$ cat src/ebpm_defines.vh
// Constants for the external bus pin multiplexer: register offset, field layout, mode codes.
// Assumes nothing of its surroundings; included by bare name.
`ifndef EBPM_DEFINES_VH
`define EBPM_DEFINES_VH
// Register word address on the CPU I/O port
`define EBPM_SEL_ADDR      16'h1c00
// Writable bits mask (bits 15 and 7-6 reserved)
`define EBPM_WR_MASK       16'h7f3f
`define EBPM_SEL_RESET     16'h0000
// Field positions
`define EBPM_PP_HI         14
`define EBPM_PP_LO         12
`define EBPM_SP1_HI        11
`define EBPM_SP1_LO        10
`define EBPM_SP0_HI        9
`define EBPM_SP0_LO        8
`define EBPM_ADDR_HI       5
`define EBPM_ADDR_LO       0
// Parallel port mode codes
`define EBPM_PP_LCD16      3'h0
`define EBPM_PP_SPI_GIO    3'h1
`define EBPM_PP_LCD8_GIO   3'h2
`define EBPM_PP_LCD8_SPI   3'h3
`define EBPM_PP_LCD8_I2S   3'h4
`define EBPM_PP_LCD8_UART  3'h5
`define EBPM_PP_SPI_I2S    3'h6
// Serial port mode codes
`define EBPM_SP_MMC        2'h0
`define EBPM_SP_I2S        2'h1
`define EBPM_SP_GIO        2'h2
`endif

$ cat src/ebpm_serial_port_mux.v
// Six-pin serial port multiplexer: MMC/SD, I2S plus two GPIO, or six GPIO.
// Assumes a registered mode select; purely combinational routing.
`timescale 1ns/1ps
`include "ebpm_defines.vh"
module ebpm_serial_port_mux (
  // Mode
  input  wire [1:0] mode,
  // Peripheral sides (pin order 5..0)
  input  wire [5:0] mmc_out,
  input  wire [5:0] mmc_oe_n,
  input  wire [3:0] i2s_out,
  input  wire [3:0] i2s_oe_n,
  input  wire [5:0] gio_out,
  input  wire [5:0] gio_oe_n,
  // Pins
  output reg  [5:0] pin_out,
  output reg  [5:0] pin_oe_n
);
  // Route by mode; reserved code releases pins
  always @*
  begin
    case (mode)
      `EBPM_SP_MMC:
      begin
        pin_out  = mmc_out;
        pin_oe_n = mmc_oe_n;
      end
      `EBPM_SP_I2S:
      begin
        // Upper two pins stay GPIO
        pin_out  = {gio_out[5:4], i2s_out};
        pin_oe_n = {gio_oe_n[5:4], i2s_oe_n};
      end
      `EBPM_SP_GIO:
      begin
        pin_out  = gio_out;
        pin_oe_n = gio_oe_n;
      end
      default:
      begin
        // Unsupported code: nothing drives
        pin_out  = 6'h00;
        pin_oe_n = 6'h3f;
      end
    endcase
  end
endmodule // ebpm_serial_port_mux

$ cat src/ebpm_pin_mux.v
// External bus pin multiplexer top: selection register on the CPU I/O port
// and routing of parallel port, two serial ports and upper address pins.
// Assumes a synchronous CPU I/O port with one-cycle read/write strobes.
//
// Notes on behaviour
// - Mode 0: all 21 LCD signals on port
// - Mode 1: SPI7, GPIO6, UART4, I2S2x4
// - Mode 2: LCD8 data plus eight GPIO
// - Mode 3: LCD8, SPI4, I2S3x4
// - Mode 4: LCD8, I2S2x4, UART4
// - Mode 5: LCD8, SPI4, UART4
// - Mode 6: SPI7, I2S2, I2S3, GPIO6
// - Serial port 1 mode 0: MMC/SD1
// - Serial port 1 mode 1: I2S1, GPIO 11:10
// - Serial port 1 mode 2: GPIO 11:6
// - Serial port 0 mode 0: MMC/SD0
// - Serial port 0 mode 1: I2S0, GPIO 5:4
// - Serial port 0 mode 2: GPIO 5:0
// - Each address select bit independent, 1=GPIO
// - Address 20..18 selects at bits 5..3
// - Address 17..15 selects at bits 2..0
// - New routing applies next clock cycle
// - Bits 15, 7-6 read zero, ignore writes
// - Reset clears all mode fields
`timescale 1ns/1ps
`include "ebpm_defines.vh"
module ebpm_pin_mux (
  // Clock and reset
  input  wire        clk,
  input  wire        rst_n,
  // CPU I/O port
  input  wire [15:0] io_addr,
  input  wire        io_wr,
  input  wire        io_rd,
  input  wire [15:0] io_wdata,
  output reg  [15:0] io_rdata,
  // Routing state view
  output wire [2:0]  parallel_port_route_sel,
  output wire [1:0]  serial_port1_route_sel,
  output wire [1:0]  serial_port0_route_sel,
  // LCD bridge (21 signals)
  input  wire [20:0] lcd_out,
  input  wire [20:0] lcd_oe_n,
  output wire [20:0] lcd_in,
  // SPI (7 signals)
  input  wire [6:0]  spi_out,
  input  wire [6:0]  spi_oe_n,
  output wire [6:0]  spi_in,
  // UART (4 signals)
  input  wire [3:0]  uart_out,
  input  wire [3:0]  uart_oe_n,
  output wire [3:0]  uart_in,
  // I2S2 and I2S3 (4 signals each)
  input  wire [3:0]  i2s2_out,
  input  wire [3:0]  i2s2_oe_n,
  output wire [3:0]  i2s2_in,
  input  wire [3:0]  i2s3_out,
  input  wire [3:0]  i2s3_oe_n,
  output wire [3:0]  i2s3_in,
  // Parallel port GPIO (8 lines)
  input  wire [7:0]  pp_gio_out,
  input  wire [7:0]  pp_gio_oe_n,
  output wire [7:0]  pp_gio_in,
  // Parallel port pins
  input  wire [20:0] pp_pin_in,
  output reg  [20:0] pp_pin_out,
  output reg  [20:0] pp_pin_oe_n,
  // Serial port 1 peripherals and pins
  input  wire [5:0]  mmc1_out,
  input  wire [5:0]  mmc1_oe_n,
  input  wire [3:0]  i2s1_out,
  input  wire [3:0]  i2s1_oe_n,
  output wire [5:0]  sp1_pin_out,
  output wire [5:0]  sp1_pin_oe_n,
  input  wire [5:0]  sp1_pin_in,
  output wire [5:0]  sp1_periph_in,
  // Serial port 0 peripherals and pins
  input  wire [5:0]  mmc0_out,
  input  wire [5:0]  mmc0_oe_n,
  input  wire [3:0]  i2s0_out,
  input  wire [3:0]  i2s0_oe_n,
  output wire [5:0]  sp0_pin_out,
  output wire [5:0]  sp0_pin_oe_n,
  input  wire [5:0]  sp0_pin_in,
  output wire [5:0]  sp0_periph_in,
  // General I/O lines 11..0 for serial ports
  input  wire [11:0] sp_gio_out,
  input  wire [11:0] sp_gio_oe_n,
  // Upper address pins 20..15 and GPIO 26..21
  input  wire [5:0]  ext_mem_address_out,
  input  wire [5:0]  addr_gio_out,
  input  wire [5:0]  addr_gio_oe_n,
  input  wire [5:0]  ext_mem_address_pin_in,
  output wire [5:0]  addr_gio_in,
  output wire [5:0]  ext_mem_address_pin_out,
  output wire [5:0]  ext_mem_address_pin_oe_n
);

  // Selection register, reserved bits held at zero
  reg  [15:0] external_bus_selection;
  wire        sel_hit;              // Address decode
  wire [5:0]  addr_func_sel;        // Per-pin GPIO select
  wire        addr20_pin_func_sel;
  wire        addr19_pin_func_sel;
  wire        addr18_pin_func_sel;
  wire        addr17_pin_func_sel;
  wire        addr16_pin_func_sel;
  wire        addr15_pin_func_sel;

  assign sel_hit = (io_addr == `EBPM_SEL_ADDR);

  // Register write; the new value drives routing from the following cycle
  always @(posedge clk)
  begin
    if (!rst_n)
      external_bus_selection <= `EBPM_SEL_RESET;
    else if (io_wr && sel_hit)
      external_bus_selection <= io_wdata & `EBPM_WR_MASK;
  end

  // Registered read data; unmapped addresses read zero
  always @(posedge clk)
  begin
    if (!rst_n)
      io_rdata <= 16'h0000;
    else if (io_rd && sel_hit)
      io_rdata <= external_bus_selection;
    else if (io_rd)
      io_rdata <= 16'h0000;
  end

  // Field extraction
  assign parallel_port_route_sel = external_bus_selection[`EBPM_PP_HI:`EBPM_PP_LO];
  assign serial_port1_route_sel  = external_bus_selection[`EBPM_SP1_HI:`EBPM_SP1_LO];
  assign serial_port0_route_sel  = external_bus_selection[`EBPM_SP0_HI:`EBPM_SP0_LO];
  assign addr_func_sel           = external_bus_selection[`EBPM_ADDR_HI:`EBPM_ADDR_LO];
  assign addr20_pin_func_sel = addr_func_sel[5];
  assign addr19_pin_func_sel = addr_func_sel[4];
  assign addr18_pin_func_sel = addr_func_sel[3];
  assign addr17_pin_func_sel = addr_func_sel[2];
  assign addr16_pin_func_sel = addr_func_sel[1];
  assign addr15_pin_func_sel = addr_func_sel[0];

  // Parallel port output routing. Pin layout per mode is a fixed packing,
  // low pins first; software gating and peripheral resets around changes
  // are the caller's duty since this mux switches instantly.
  //
  // Pin map of the parallel port, pin 0 first:
  //
  // Mode 0, sixteen-bit LCD
  //   pins 20..0  : LCD bridge signals 20..0
  //
  // Mode 1, SPI, GPIO, UART and I2S2
  //   pins 6..0   : SPI signals 6..0
  //   pins 12..7  : port GPIO 5..0
  //   pins 16..13 : UART signals 3..0
  //   pins 20..17 : I2S2 signals 3..0
  //
  // Mode 2, eight-bit LCD and GPIO
  //   pins 7..0   : LCD pixel data 7..0
  //   pins 15..8  : port GPIO 7..0
  //   pins 20..16 : released
  //
  // Mode 3, eight-bit LCD, SPI and I2S3
  //   pins 7..0   : LCD pixel data 7..0
  //   pins 11..8  : SPI signals 3..0
  //   pins 15..12 : I2S3 signals 3..0
  //   pins 20..16 : released
  //
  // Mode 4, eight-bit LCD, I2S2 and UART
  //   pins 7..0   : LCD pixel data 7..0
  //   pins 11..8  : I2S2 signals 3..0
  //   pins 15..12 : UART signals 3..0
  //   pins 20..16 : released
  //
  // Mode 5, eight-bit LCD, SPI and UART
  //   pins 7..0   : LCD pixel data 7..0
  //   pins 11..8  : SPI signals 3..0
  //   pins 15..12 : UART signals 3..0
  //   pins 20..16 : released
  //
  // Mode 6, SPI, I2S2, I2S3 and GPIO
  //   pins 6..0   : SPI signals 6..0
  //   pins 10..7  : I2S2 signals 3..0
  //   pins 14..11 : I2S3 signals 3..0
  //   pins 20..15 : port GPIO 5..0
  //
  // Code 7 is reserved: every pin released, every input reads zero.
  //
  // Released pins carry a low level behind a high enable so that a pad
  // left floating never shows a stale peripheral value.
  //
  // Serial port pin map, pin 0 first, the same for both ports:
  //
  // Mode 0, memory card
  //   pins 5..0   : card controller signals 5..0
  //
  // Mode 1, I2S and two GPIO
  //   pins 3..0   : I2S signals 3..0
  //   pins 5..4   : top two lines of the port's GPIO group
  //
  // Mode 2, GPIO
  //   pins 5..0   : the port's six GPIO lines
  //
  // Code 3 is reserved and releases the whole port.
  //
  // GPIO groups: serial port 1 owns lines 11..6, serial port 0
  // owns lines 5..0.
  //
  // Upper address pins, one select bit each:
  //   pin 20 : register bit 5, GPIO 26 when set
  //   pin 19 : register bit 4, GPIO 25 when set
  //   pin 18 : register bit 3, GPIO 24 when set
  //   pin 17 : register bit 2, GPIO 23 when set
  //   pin 16 : register bit 1, GPIO 22 when set
  //   pin 15 : register bit 0, GPIO 21 when set
  //
  // Hazards: a change of route is glitch-free only at the register edge,
  // since all muxes below are combinational from one register. A
  // peripheral whose clock still runs during the change may see a few
  // cycles of another peripheral's pin levels; that is why software must
  // gate clocks first and reset the peripherals afterwards.
  //
  // Trade-off: routing stays combinational to keep pin latency at zero
  // cycles; registering the pins would add a cycle to every peripheral.
  //
  // Limitation: the block does not check that software programs the
  // register only once; repeated writes simply take effect each time.
  //
  // Reset: the register clears to zero, so the port comes up as a
  // sixteen-bit LCD port, both serial ports as card ports, and every
  // address pin keeps its memory function.
  always @*
  begin
    case (parallel_port_route_sel)
      `EBPM_PP_LCD16:
      begin
        pp_pin_out  = lcd_out;
        pp_pin_oe_n = lcd_oe_n;
      end
      `EBPM_PP_SPI_GIO:
      begin
        pp_pin_out  = {i2s2_out, uart_out, pp_gio_out[5:0], spi_out};
        pp_pin_oe_n = {i2s2_oe_n, uart_oe_n, pp_gio_oe_n[5:0], spi_oe_n};
      end
      `EBPM_PP_LCD8_GIO:
      begin
        // Five top pins unused here: released
        pp_pin_out  = {5'h00, pp_gio_out, lcd_out[7:0]};
        pp_pin_oe_n = {5'h1f, pp_gio_oe_n, lcd_oe_n[7:0]};
      end
      `EBPM_PP_LCD8_SPI:
      begin
        pp_pin_out  = {5'h00, i2s3_out, spi_out[3:0], lcd_out[7:0]};
        pp_pin_oe_n = {5'h1f, i2s3_oe_n, spi_oe_n[3:0], lcd_oe_n[7:0]};
      end
      `EBPM_PP_LCD8_I2S:
      begin
        pp_pin_out  = {5'h00, uart_out, i2s2_out, lcd_out[7:0]};
        pp_pin_oe_n = {5'h1f, uart_oe_n, i2s2_oe_n, lcd_oe_n[7:0]};
      end
      `EBPM_PP_LCD8_UART:
      begin
        pp_pin_out  = {5'h00, uart_out, spi_out[3:0], lcd_out[7:0]};
        pp_pin_oe_n = {5'h1f, uart_oe_n, spi_oe_n[3:0], lcd_oe_n[7:0]};
      end
      `EBPM_PP_SPI_I2S:
      begin
        pp_pin_out  = {pp_gio_out[5:0], i2s3_out, i2s2_out, spi_out};
        pp_pin_oe_n = {pp_gio_oe_n[5:0], i2s3_oe_n, i2s2_oe_n, spi_oe_n};
      end
      default:
      begin
        // Reserved code: no peripheral may fight the pins
        pp_pin_out  = 21'h000000;
        pp_pin_oe_n = 21'h1fffff;
      end
    endcase
  end

  // Parallel port input fan-out, matching the packing above; unrouted
  // inputs read zero so idle peripherals see a quiet line
  assign lcd_in = (parallel_port_route_sel == `EBPM_PP_LCD16) ? pp_pin_in :
                  ((parallel_port_route_sel >= `EBPM_PP_LCD8_GIO) &&
                   (parallel_port_route_sel <= `EBPM_PP_LCD8_UART)) ? {13'h0000, pp_pin_in[7:0]} : 21'h000000;
  assign spi_in = ((parallel_port_route_sel == `EBPM_PP_SPI_GIO) ||
                   (parallel_port_route_sel == `EBPM_PP_SPI_I2S)) ? pp_pin_in[6:0] :
                  ((parallel_port_route_sel == `EBPM_PP_LCD8_SPI) ||
                   (parallel_port_route_sel == `EBPM_PP_LCD8_UART)) ? {3'h0, pp_pin_in[11:8]} : 7'h00;
  assign uart_in = (parallel_port_route_sel == `EBPM_PP_SPI_GIO)   ? pp_pin_in[16:13] :
                   (parallel_port_route_sel == `EBPM_PP_LCD8_I2S)  ? pp_pin_in[15:12] :
                   (parallel_port_route_sel == `EBPM_PP_LCD8_UART) ? pp_pin_in[15:12] : 4'h0;
  assign i2s2_in = (parallel_port_route_sel == `EBPM_PP_SPI_GIO)   ? pp_pin_in[20:17] :
                   (parallel_port_route_sel == `EBPM_PP_LCD8_I2S)  ? pp_pin_in[11:8] :
                   (parallel_port_route_sel == `EBPM_PP_SPI_I2S)   ? pp_pin_in[10:7] : 4'h0;
  assign i2s3_in = (parallel_port_route_sel == `EBPM_PP_LCD8_SPI)  ? pp_pin_in[15:12] :
                   (parallel_port_route_sel == `EBPM_PP_SPI_I2S)   ? pp_pin_in[14:11] : 4'h0;
  assign pp_gio_in = (parallel_port_route_sel == `EBPM_PP_SPI_GIO)  ? {2'h0, pp_pin_in[12:7]} :
                     (parallel_port_route_sel == `EBPM_PP_LCD8_GIO) ? pp_pin_in[15:8] :
                     (parallel_port_route_sel == `EBPM_PP_SPI_I2S)  ? {2'h0, pp_pin_in[20:15]} : 8'h00;

  // Serial port 1: GPIO 11..6
  ebpm_serial_port_mux u_sp1 (
    .mode     (serial_port1_route_sel),
    .mmc_out  (mmc1_out),
    .mmc_oe_n (mmc1_oe_n),
    .i2s_out  (i2s1_out),
    .i2s_oe_n (i2s1_oe_n),
    .gio_out  (sp_gio_out[11:6]),
    .gio_oe_n (sp_gio_oe_n[11:6]),
    .pin_out  (sp1_pin_out),
    .pin_oe_n (sp1_pin_oe_n)
  );

  // Serial port 0: GPIO 5..0
  ebpm_serial_port_mux u_sp0 (
    .mode     (serial_port0_route_sel),
    .mmc_out  (mmc0_out),
    .mmc_oe_n (mmc0_oe_n),
    .i2s_out  (i2s0_out),
    .i2s_oe_n (i2s0_oe_n),
    .gio_out  (sp_gio_out[5:0]),
    .gio_oe_n (sp_gio_oe_n[5:0]),
    .pin_out  (sp0_pin_out),
    .pin_oe_n (sp0_pin_oe_n)
  );

  // Serial inputs pass to whichever peripheral owns the pins; reserved reads zero
  assign sp1_periph_in = (serial_port1_route_sel == 2'h3) ? 6'h00 : sp1_pin_in;
  assign sp0_periph_in = (serial_port0_route_sel == 2'h3) ? 6'h00 : sp0_pin_in;

  // Upper address pins, each chosen on its own bit; memory address always driven
  assign ext_mem_address_pin_out  = (addr_func_sel & addr_gio_out) |
                                    (~addr_func_sel & ext_mem_address_out);
  assign ext_mem_address_pin_oe_n = addr_func_sel & addr_gio_oe_n;
  assign addr_gio_in              = addr_func_sel & ext_mem_address_pin_in;

endmodule // ebpm_pin_mux

$ cat config.mk
export PLATFORM = sky130hd
export DESIGN_NAME = ebpm_pin_mux
export DESIGN_NICKNAME = d
export VERILOG_FILES = /design/src/ebpm_serial_port_mux.v /design/src/ebpm_pin_mux.v
export VERILOG_INCLUDE_DIRS = /design/src /design/src/src
export SDC_FILE = /design/constraint.sdc
export NUM_CORES = 1
export LEC_CHECK = 0
export BUFFER_PORTS_ARGS = -buffer_cell sky130_fd_sc_hd__buf_2
export CAP_MARGIN = 15
export CELL_PAD_IN_SITES_DETAIL_PLACEMENT = 0
export CELL_PAD_IN_SITES_GLOBAL_PLACEMENT = 2
export CORE_ASPECT_RATIO = 0.6
export CORE_MARGIN = 2
export CORE_UTILIZATION = 17
export DETAILED_ROUTE_END_ITERATION = 8
export PLACE_DENSITY_LB_ADDON = 0.2
export REMOVE_ABC_BUFFERS = 1
export SYNTH_ARGS = -nofsm -noshare
export SYNTH_HDL_FRONTEND = slang
export SYNTH_SLANG_ARGS = --single-unit
$ cat constraint.sdc
create_clock -name clk -period 4.5 [get_ports clk]
set_clock_uncertainty 0.2 [all_clocks]
set_input_delay 0.9 -clock clk [delete_from_list [all_inputs] [get_ports clk]]
set_output_delay 0.9 -clock clk [all_outputs]
set_load 0.005 [all_outputs]
==> flow_metrics.tcl <==
set metrics [dict create \
    timing.reg2reg.setup_slack_ns 2.98 \
    timing_max_transition_violations_final 0 \
    grt_max_degree 59 \
    drt-pass1-iter-count 5 \
    top_level_ports 420 \
    synth_flop_cell "sky130_fd_sc_hd__dfxtp_1" \
    synth_seq_cells 26 \
    post_place_cell_area_sq_um 6270 \
    power.static_leakage_uw 0.00303 \
    period_share 0.794 \
    floorplan.rows 43 \
    tritoncts "yes" \
    ant_nets 0 \
    end_kind "output pin" \
    minimum_clock_period_ns 3.57 \
    clock_insertion_delay_worst_skew_ns 0.26 \
    cts-resized-gates 0 \
    nFillCells 2689 \
    hold_buffers 0 \
    first_pass_grt_wire_length_um 34200 \
    timing.critical_path.required_ns 3.40 \
    core_area_sq_um 23200 \
    syn_avg_cell_area_sq_um 7.16 \
    dieArea_sq_um 25100 \
    cpMaxStageDelayCell "sky130_fd_sc_hd__nor2_1" \
    crit_arrival_ns 2.47 \
    post_cts_buffers 0 \
    grt_usage 0.179 \
    dr_total_vias 5573 \
    ir_drop_mv 0.121 \
    die_w_um 203 \
    critPathLaunchType "flip-flop" \
    synth_sequential_area_ratio 0.129 \
    post_route_cells_drive_above_1_share 0.502 \
    final_core_utilization 0.274 \
    grt_setup_unrepaired "no" \
    critPathLaunch "external_bus_selection[14]" \
    setup.worst_path.class "flip-flop to output pin" \
    drc 0 \
    clock_tree.htree_level_count 1 \
    io_buffers 413 \
    initial_utilization 0.174 \
    cts.path.max_buffers 2 \
    die_outline_height_um 123 \
    grt_overflow_total 0 \
    power.density_cell_area_nw_per_um2 115 \
    cp_max_fo 19 \
    total_power_uw 731 \
    slowest_delay_ns 0.59 \
    clk_pin_slew_ns 0.07 \
    synthesis.instances 565 \
    antenna_found_initial 3 \
    cts_num_sinks 26 \
    finish.instance_area_sq_um 6360 \
    routed_wire_length_per_instance_um 19.2 \
    timing.setup.tns_ns 0 \
    clock-root-buffer "sky130_fd_sc_hd__clkbuf_16" \
    finalHoldViolCount 0 \
    syn_to_final_growth_pct 57.2 \
    slew_headroom 0.392 \
    finalSetupViolations 0 \
    cts-buffers-inserted 3 \
    synth_cell_types 42 \
    critical_path.endpoint "lcd_in[20]" \
    num-nets-final 1190 \
    timing.reg2reg.worst_path_depth 2 \
    reg2reg_to "io_rdata[11]" \
    yosysWarningCount 0 \
    max_clock_freq_mhz 280 \
    detailedPlacementHpwl_um 20000 \
    routed_wl_um 24100 \
    netlist_area_sq_um 4050 \
    timing.max_cap.violations 0 \
    post_drt_via_cell_ratio 4.45 \
    gp_congestion 0.821 \
    regToRegStartpoint "external_bus_selection[11]" \
    async_flop_share 0 \
    worstPathCellList "buf_4 -> inv_2 -> nand2_1 -> nor2_1 -> and2_1 -> buf_2" \
    hold_class "flip-flop to flip-flop" \
    final_critical_path_setup_slack_ns 0.927 \
    run_status "complete, no violations" \
    timing_worst_slew_pin_value_ns 0.910 \
    synth-edff-count 0 \
    place_ws_ns 1.22 \
    drt_iter0_drc 306 \
    first_global_vias 5428 \
]
worst max-delay path, delay by kind of cell, from the launching register on:
family	cells	cell delay, ns
AND/OR/NAND/NOR	3	1.08
buffers and inverters	3	0.70
flip-flops	1	0.42
worst min path at each step:
stage	depth (start not counted)	slack, ns	from	endpoint
final	2	0.28	io_rdata[9]	io_rdata[9]
after global routing	2	0.31	io_rdata[12]	io_rdata[12]
after CTS	2	0.28	io_rdata[0]	io_rdata[0]
after detailed placement	2	0.27	io_rdata[5]	io_rdata[5]
after global placement	2	0.26	io_rdata[12]	io_rdata[12]
after floorplan	2	0.26	io_rdata[5]	io_rdata[5]
per-layer routing:
metal | up-vias | GRT usage | wire length, um
met5 | - | 0 | 13
met4 | 2 | 0.0214 | 178
met1 | 2559 | 0.231 | 10300
li1 | 2778 | - | -
met3 | 10 | 0.0364 | 1720
met2 | 224 | 0.316 | 11800
cells by family after synthesis:
family,synth area share
other,0.000927
muxes,0.244
DFF,0.129
AOI/OAI and AO/OA,0.265
buffers and inverters,0.0922
adders and majority gates,0.00495
and+or+nand+nor,0.264
report_power, final:
part,internal [uW],total [uW],switching (uW)
clock network,136,221,85.1
logic,155,279,124
registers,230,230,0.00299
registers in the layout, summed over array words and instances, names as in the netlist:
signal                  count
io_rdata                   13
external_bus_selection     13
synth_stat cells (17+ instances only):
cell	n	area, sq um
sky130_fd_sc_hd__mux2_2	24	270
sky130_fd_sc_hd__o21ai_0	33	165
sky130_fd_sc_hd__buf_2	22	110
sky130_fd_sc_hd__and2_1	45	282
sky130_fd_sc_hd__nor2_1	26	97.6
sky130_fd_sc_hd__dfxtp_1	26	521
sky130_fd_sc_hd__nand2_1	95	357
sky130_fd_sc_hd__nand2b_1	17	106
sky130_fd_sc_hd__mux2i_1	65	651
sky130_fd_sc_hd__a21oi_1	24	120
sky130_fd_sc_hd__clkbuf_1	18	67.6
per-stage QoR:
stage,std cells,hold slack (ns)
4_1_cts,1251,0.280
3_5_place_dp,1247,0.268
5_1_grt,1253,0.309
2_1_floorplan,506,0.260
3_3_place_gp,1247,0.258
6_report,1253,0.276
area by class of cell:
class | instances | area (sq um) | area share
Timing Repair Buffer | 426 | 2160 | 0.340
Multi-Input combinational cell | 475 | 3160 | 0.498
Sequential cell | 26 | 524 | 0.0824
Tap cell | 315 | 394 | 0.0620
Antenna cell | 2 | 5.00 | 0.000787
Inverter | 5 | 18.8 | 0.00295
Clock buffer | 4 | 88.8 | 0.0140
placed cells by master, fill, tap and decap left out, drive strengths merged, types with 3 or more instances in the layout:
| cell | count |
|---|---|
| dfxtp | 26 |
| and2 | 45 |
| a21o | 3 |
| o221ai | 16 |
| inv | 5 |
| nor2b | 7 |
| a21boi | 13 |
| clkbuf | 4 |
| o22a | 12 |
| mux2i | 65 |
| nand3 | 16 |
| o21ai | 42 |
| conb | 3 |
| a221oi | 13 |
| a22oi | 15 |
| mux4 | 3 |
| a31oi | 7 |
| nor2 | 29 |
| a21oi | 25 |
| o22ai | 8 |
| nand2 | 96 |
| o211ai | 5 |
| buf | 426 |
| mux2 | 24 |
| nand2b | 17 |
Power figures use the tool's default switching activity.
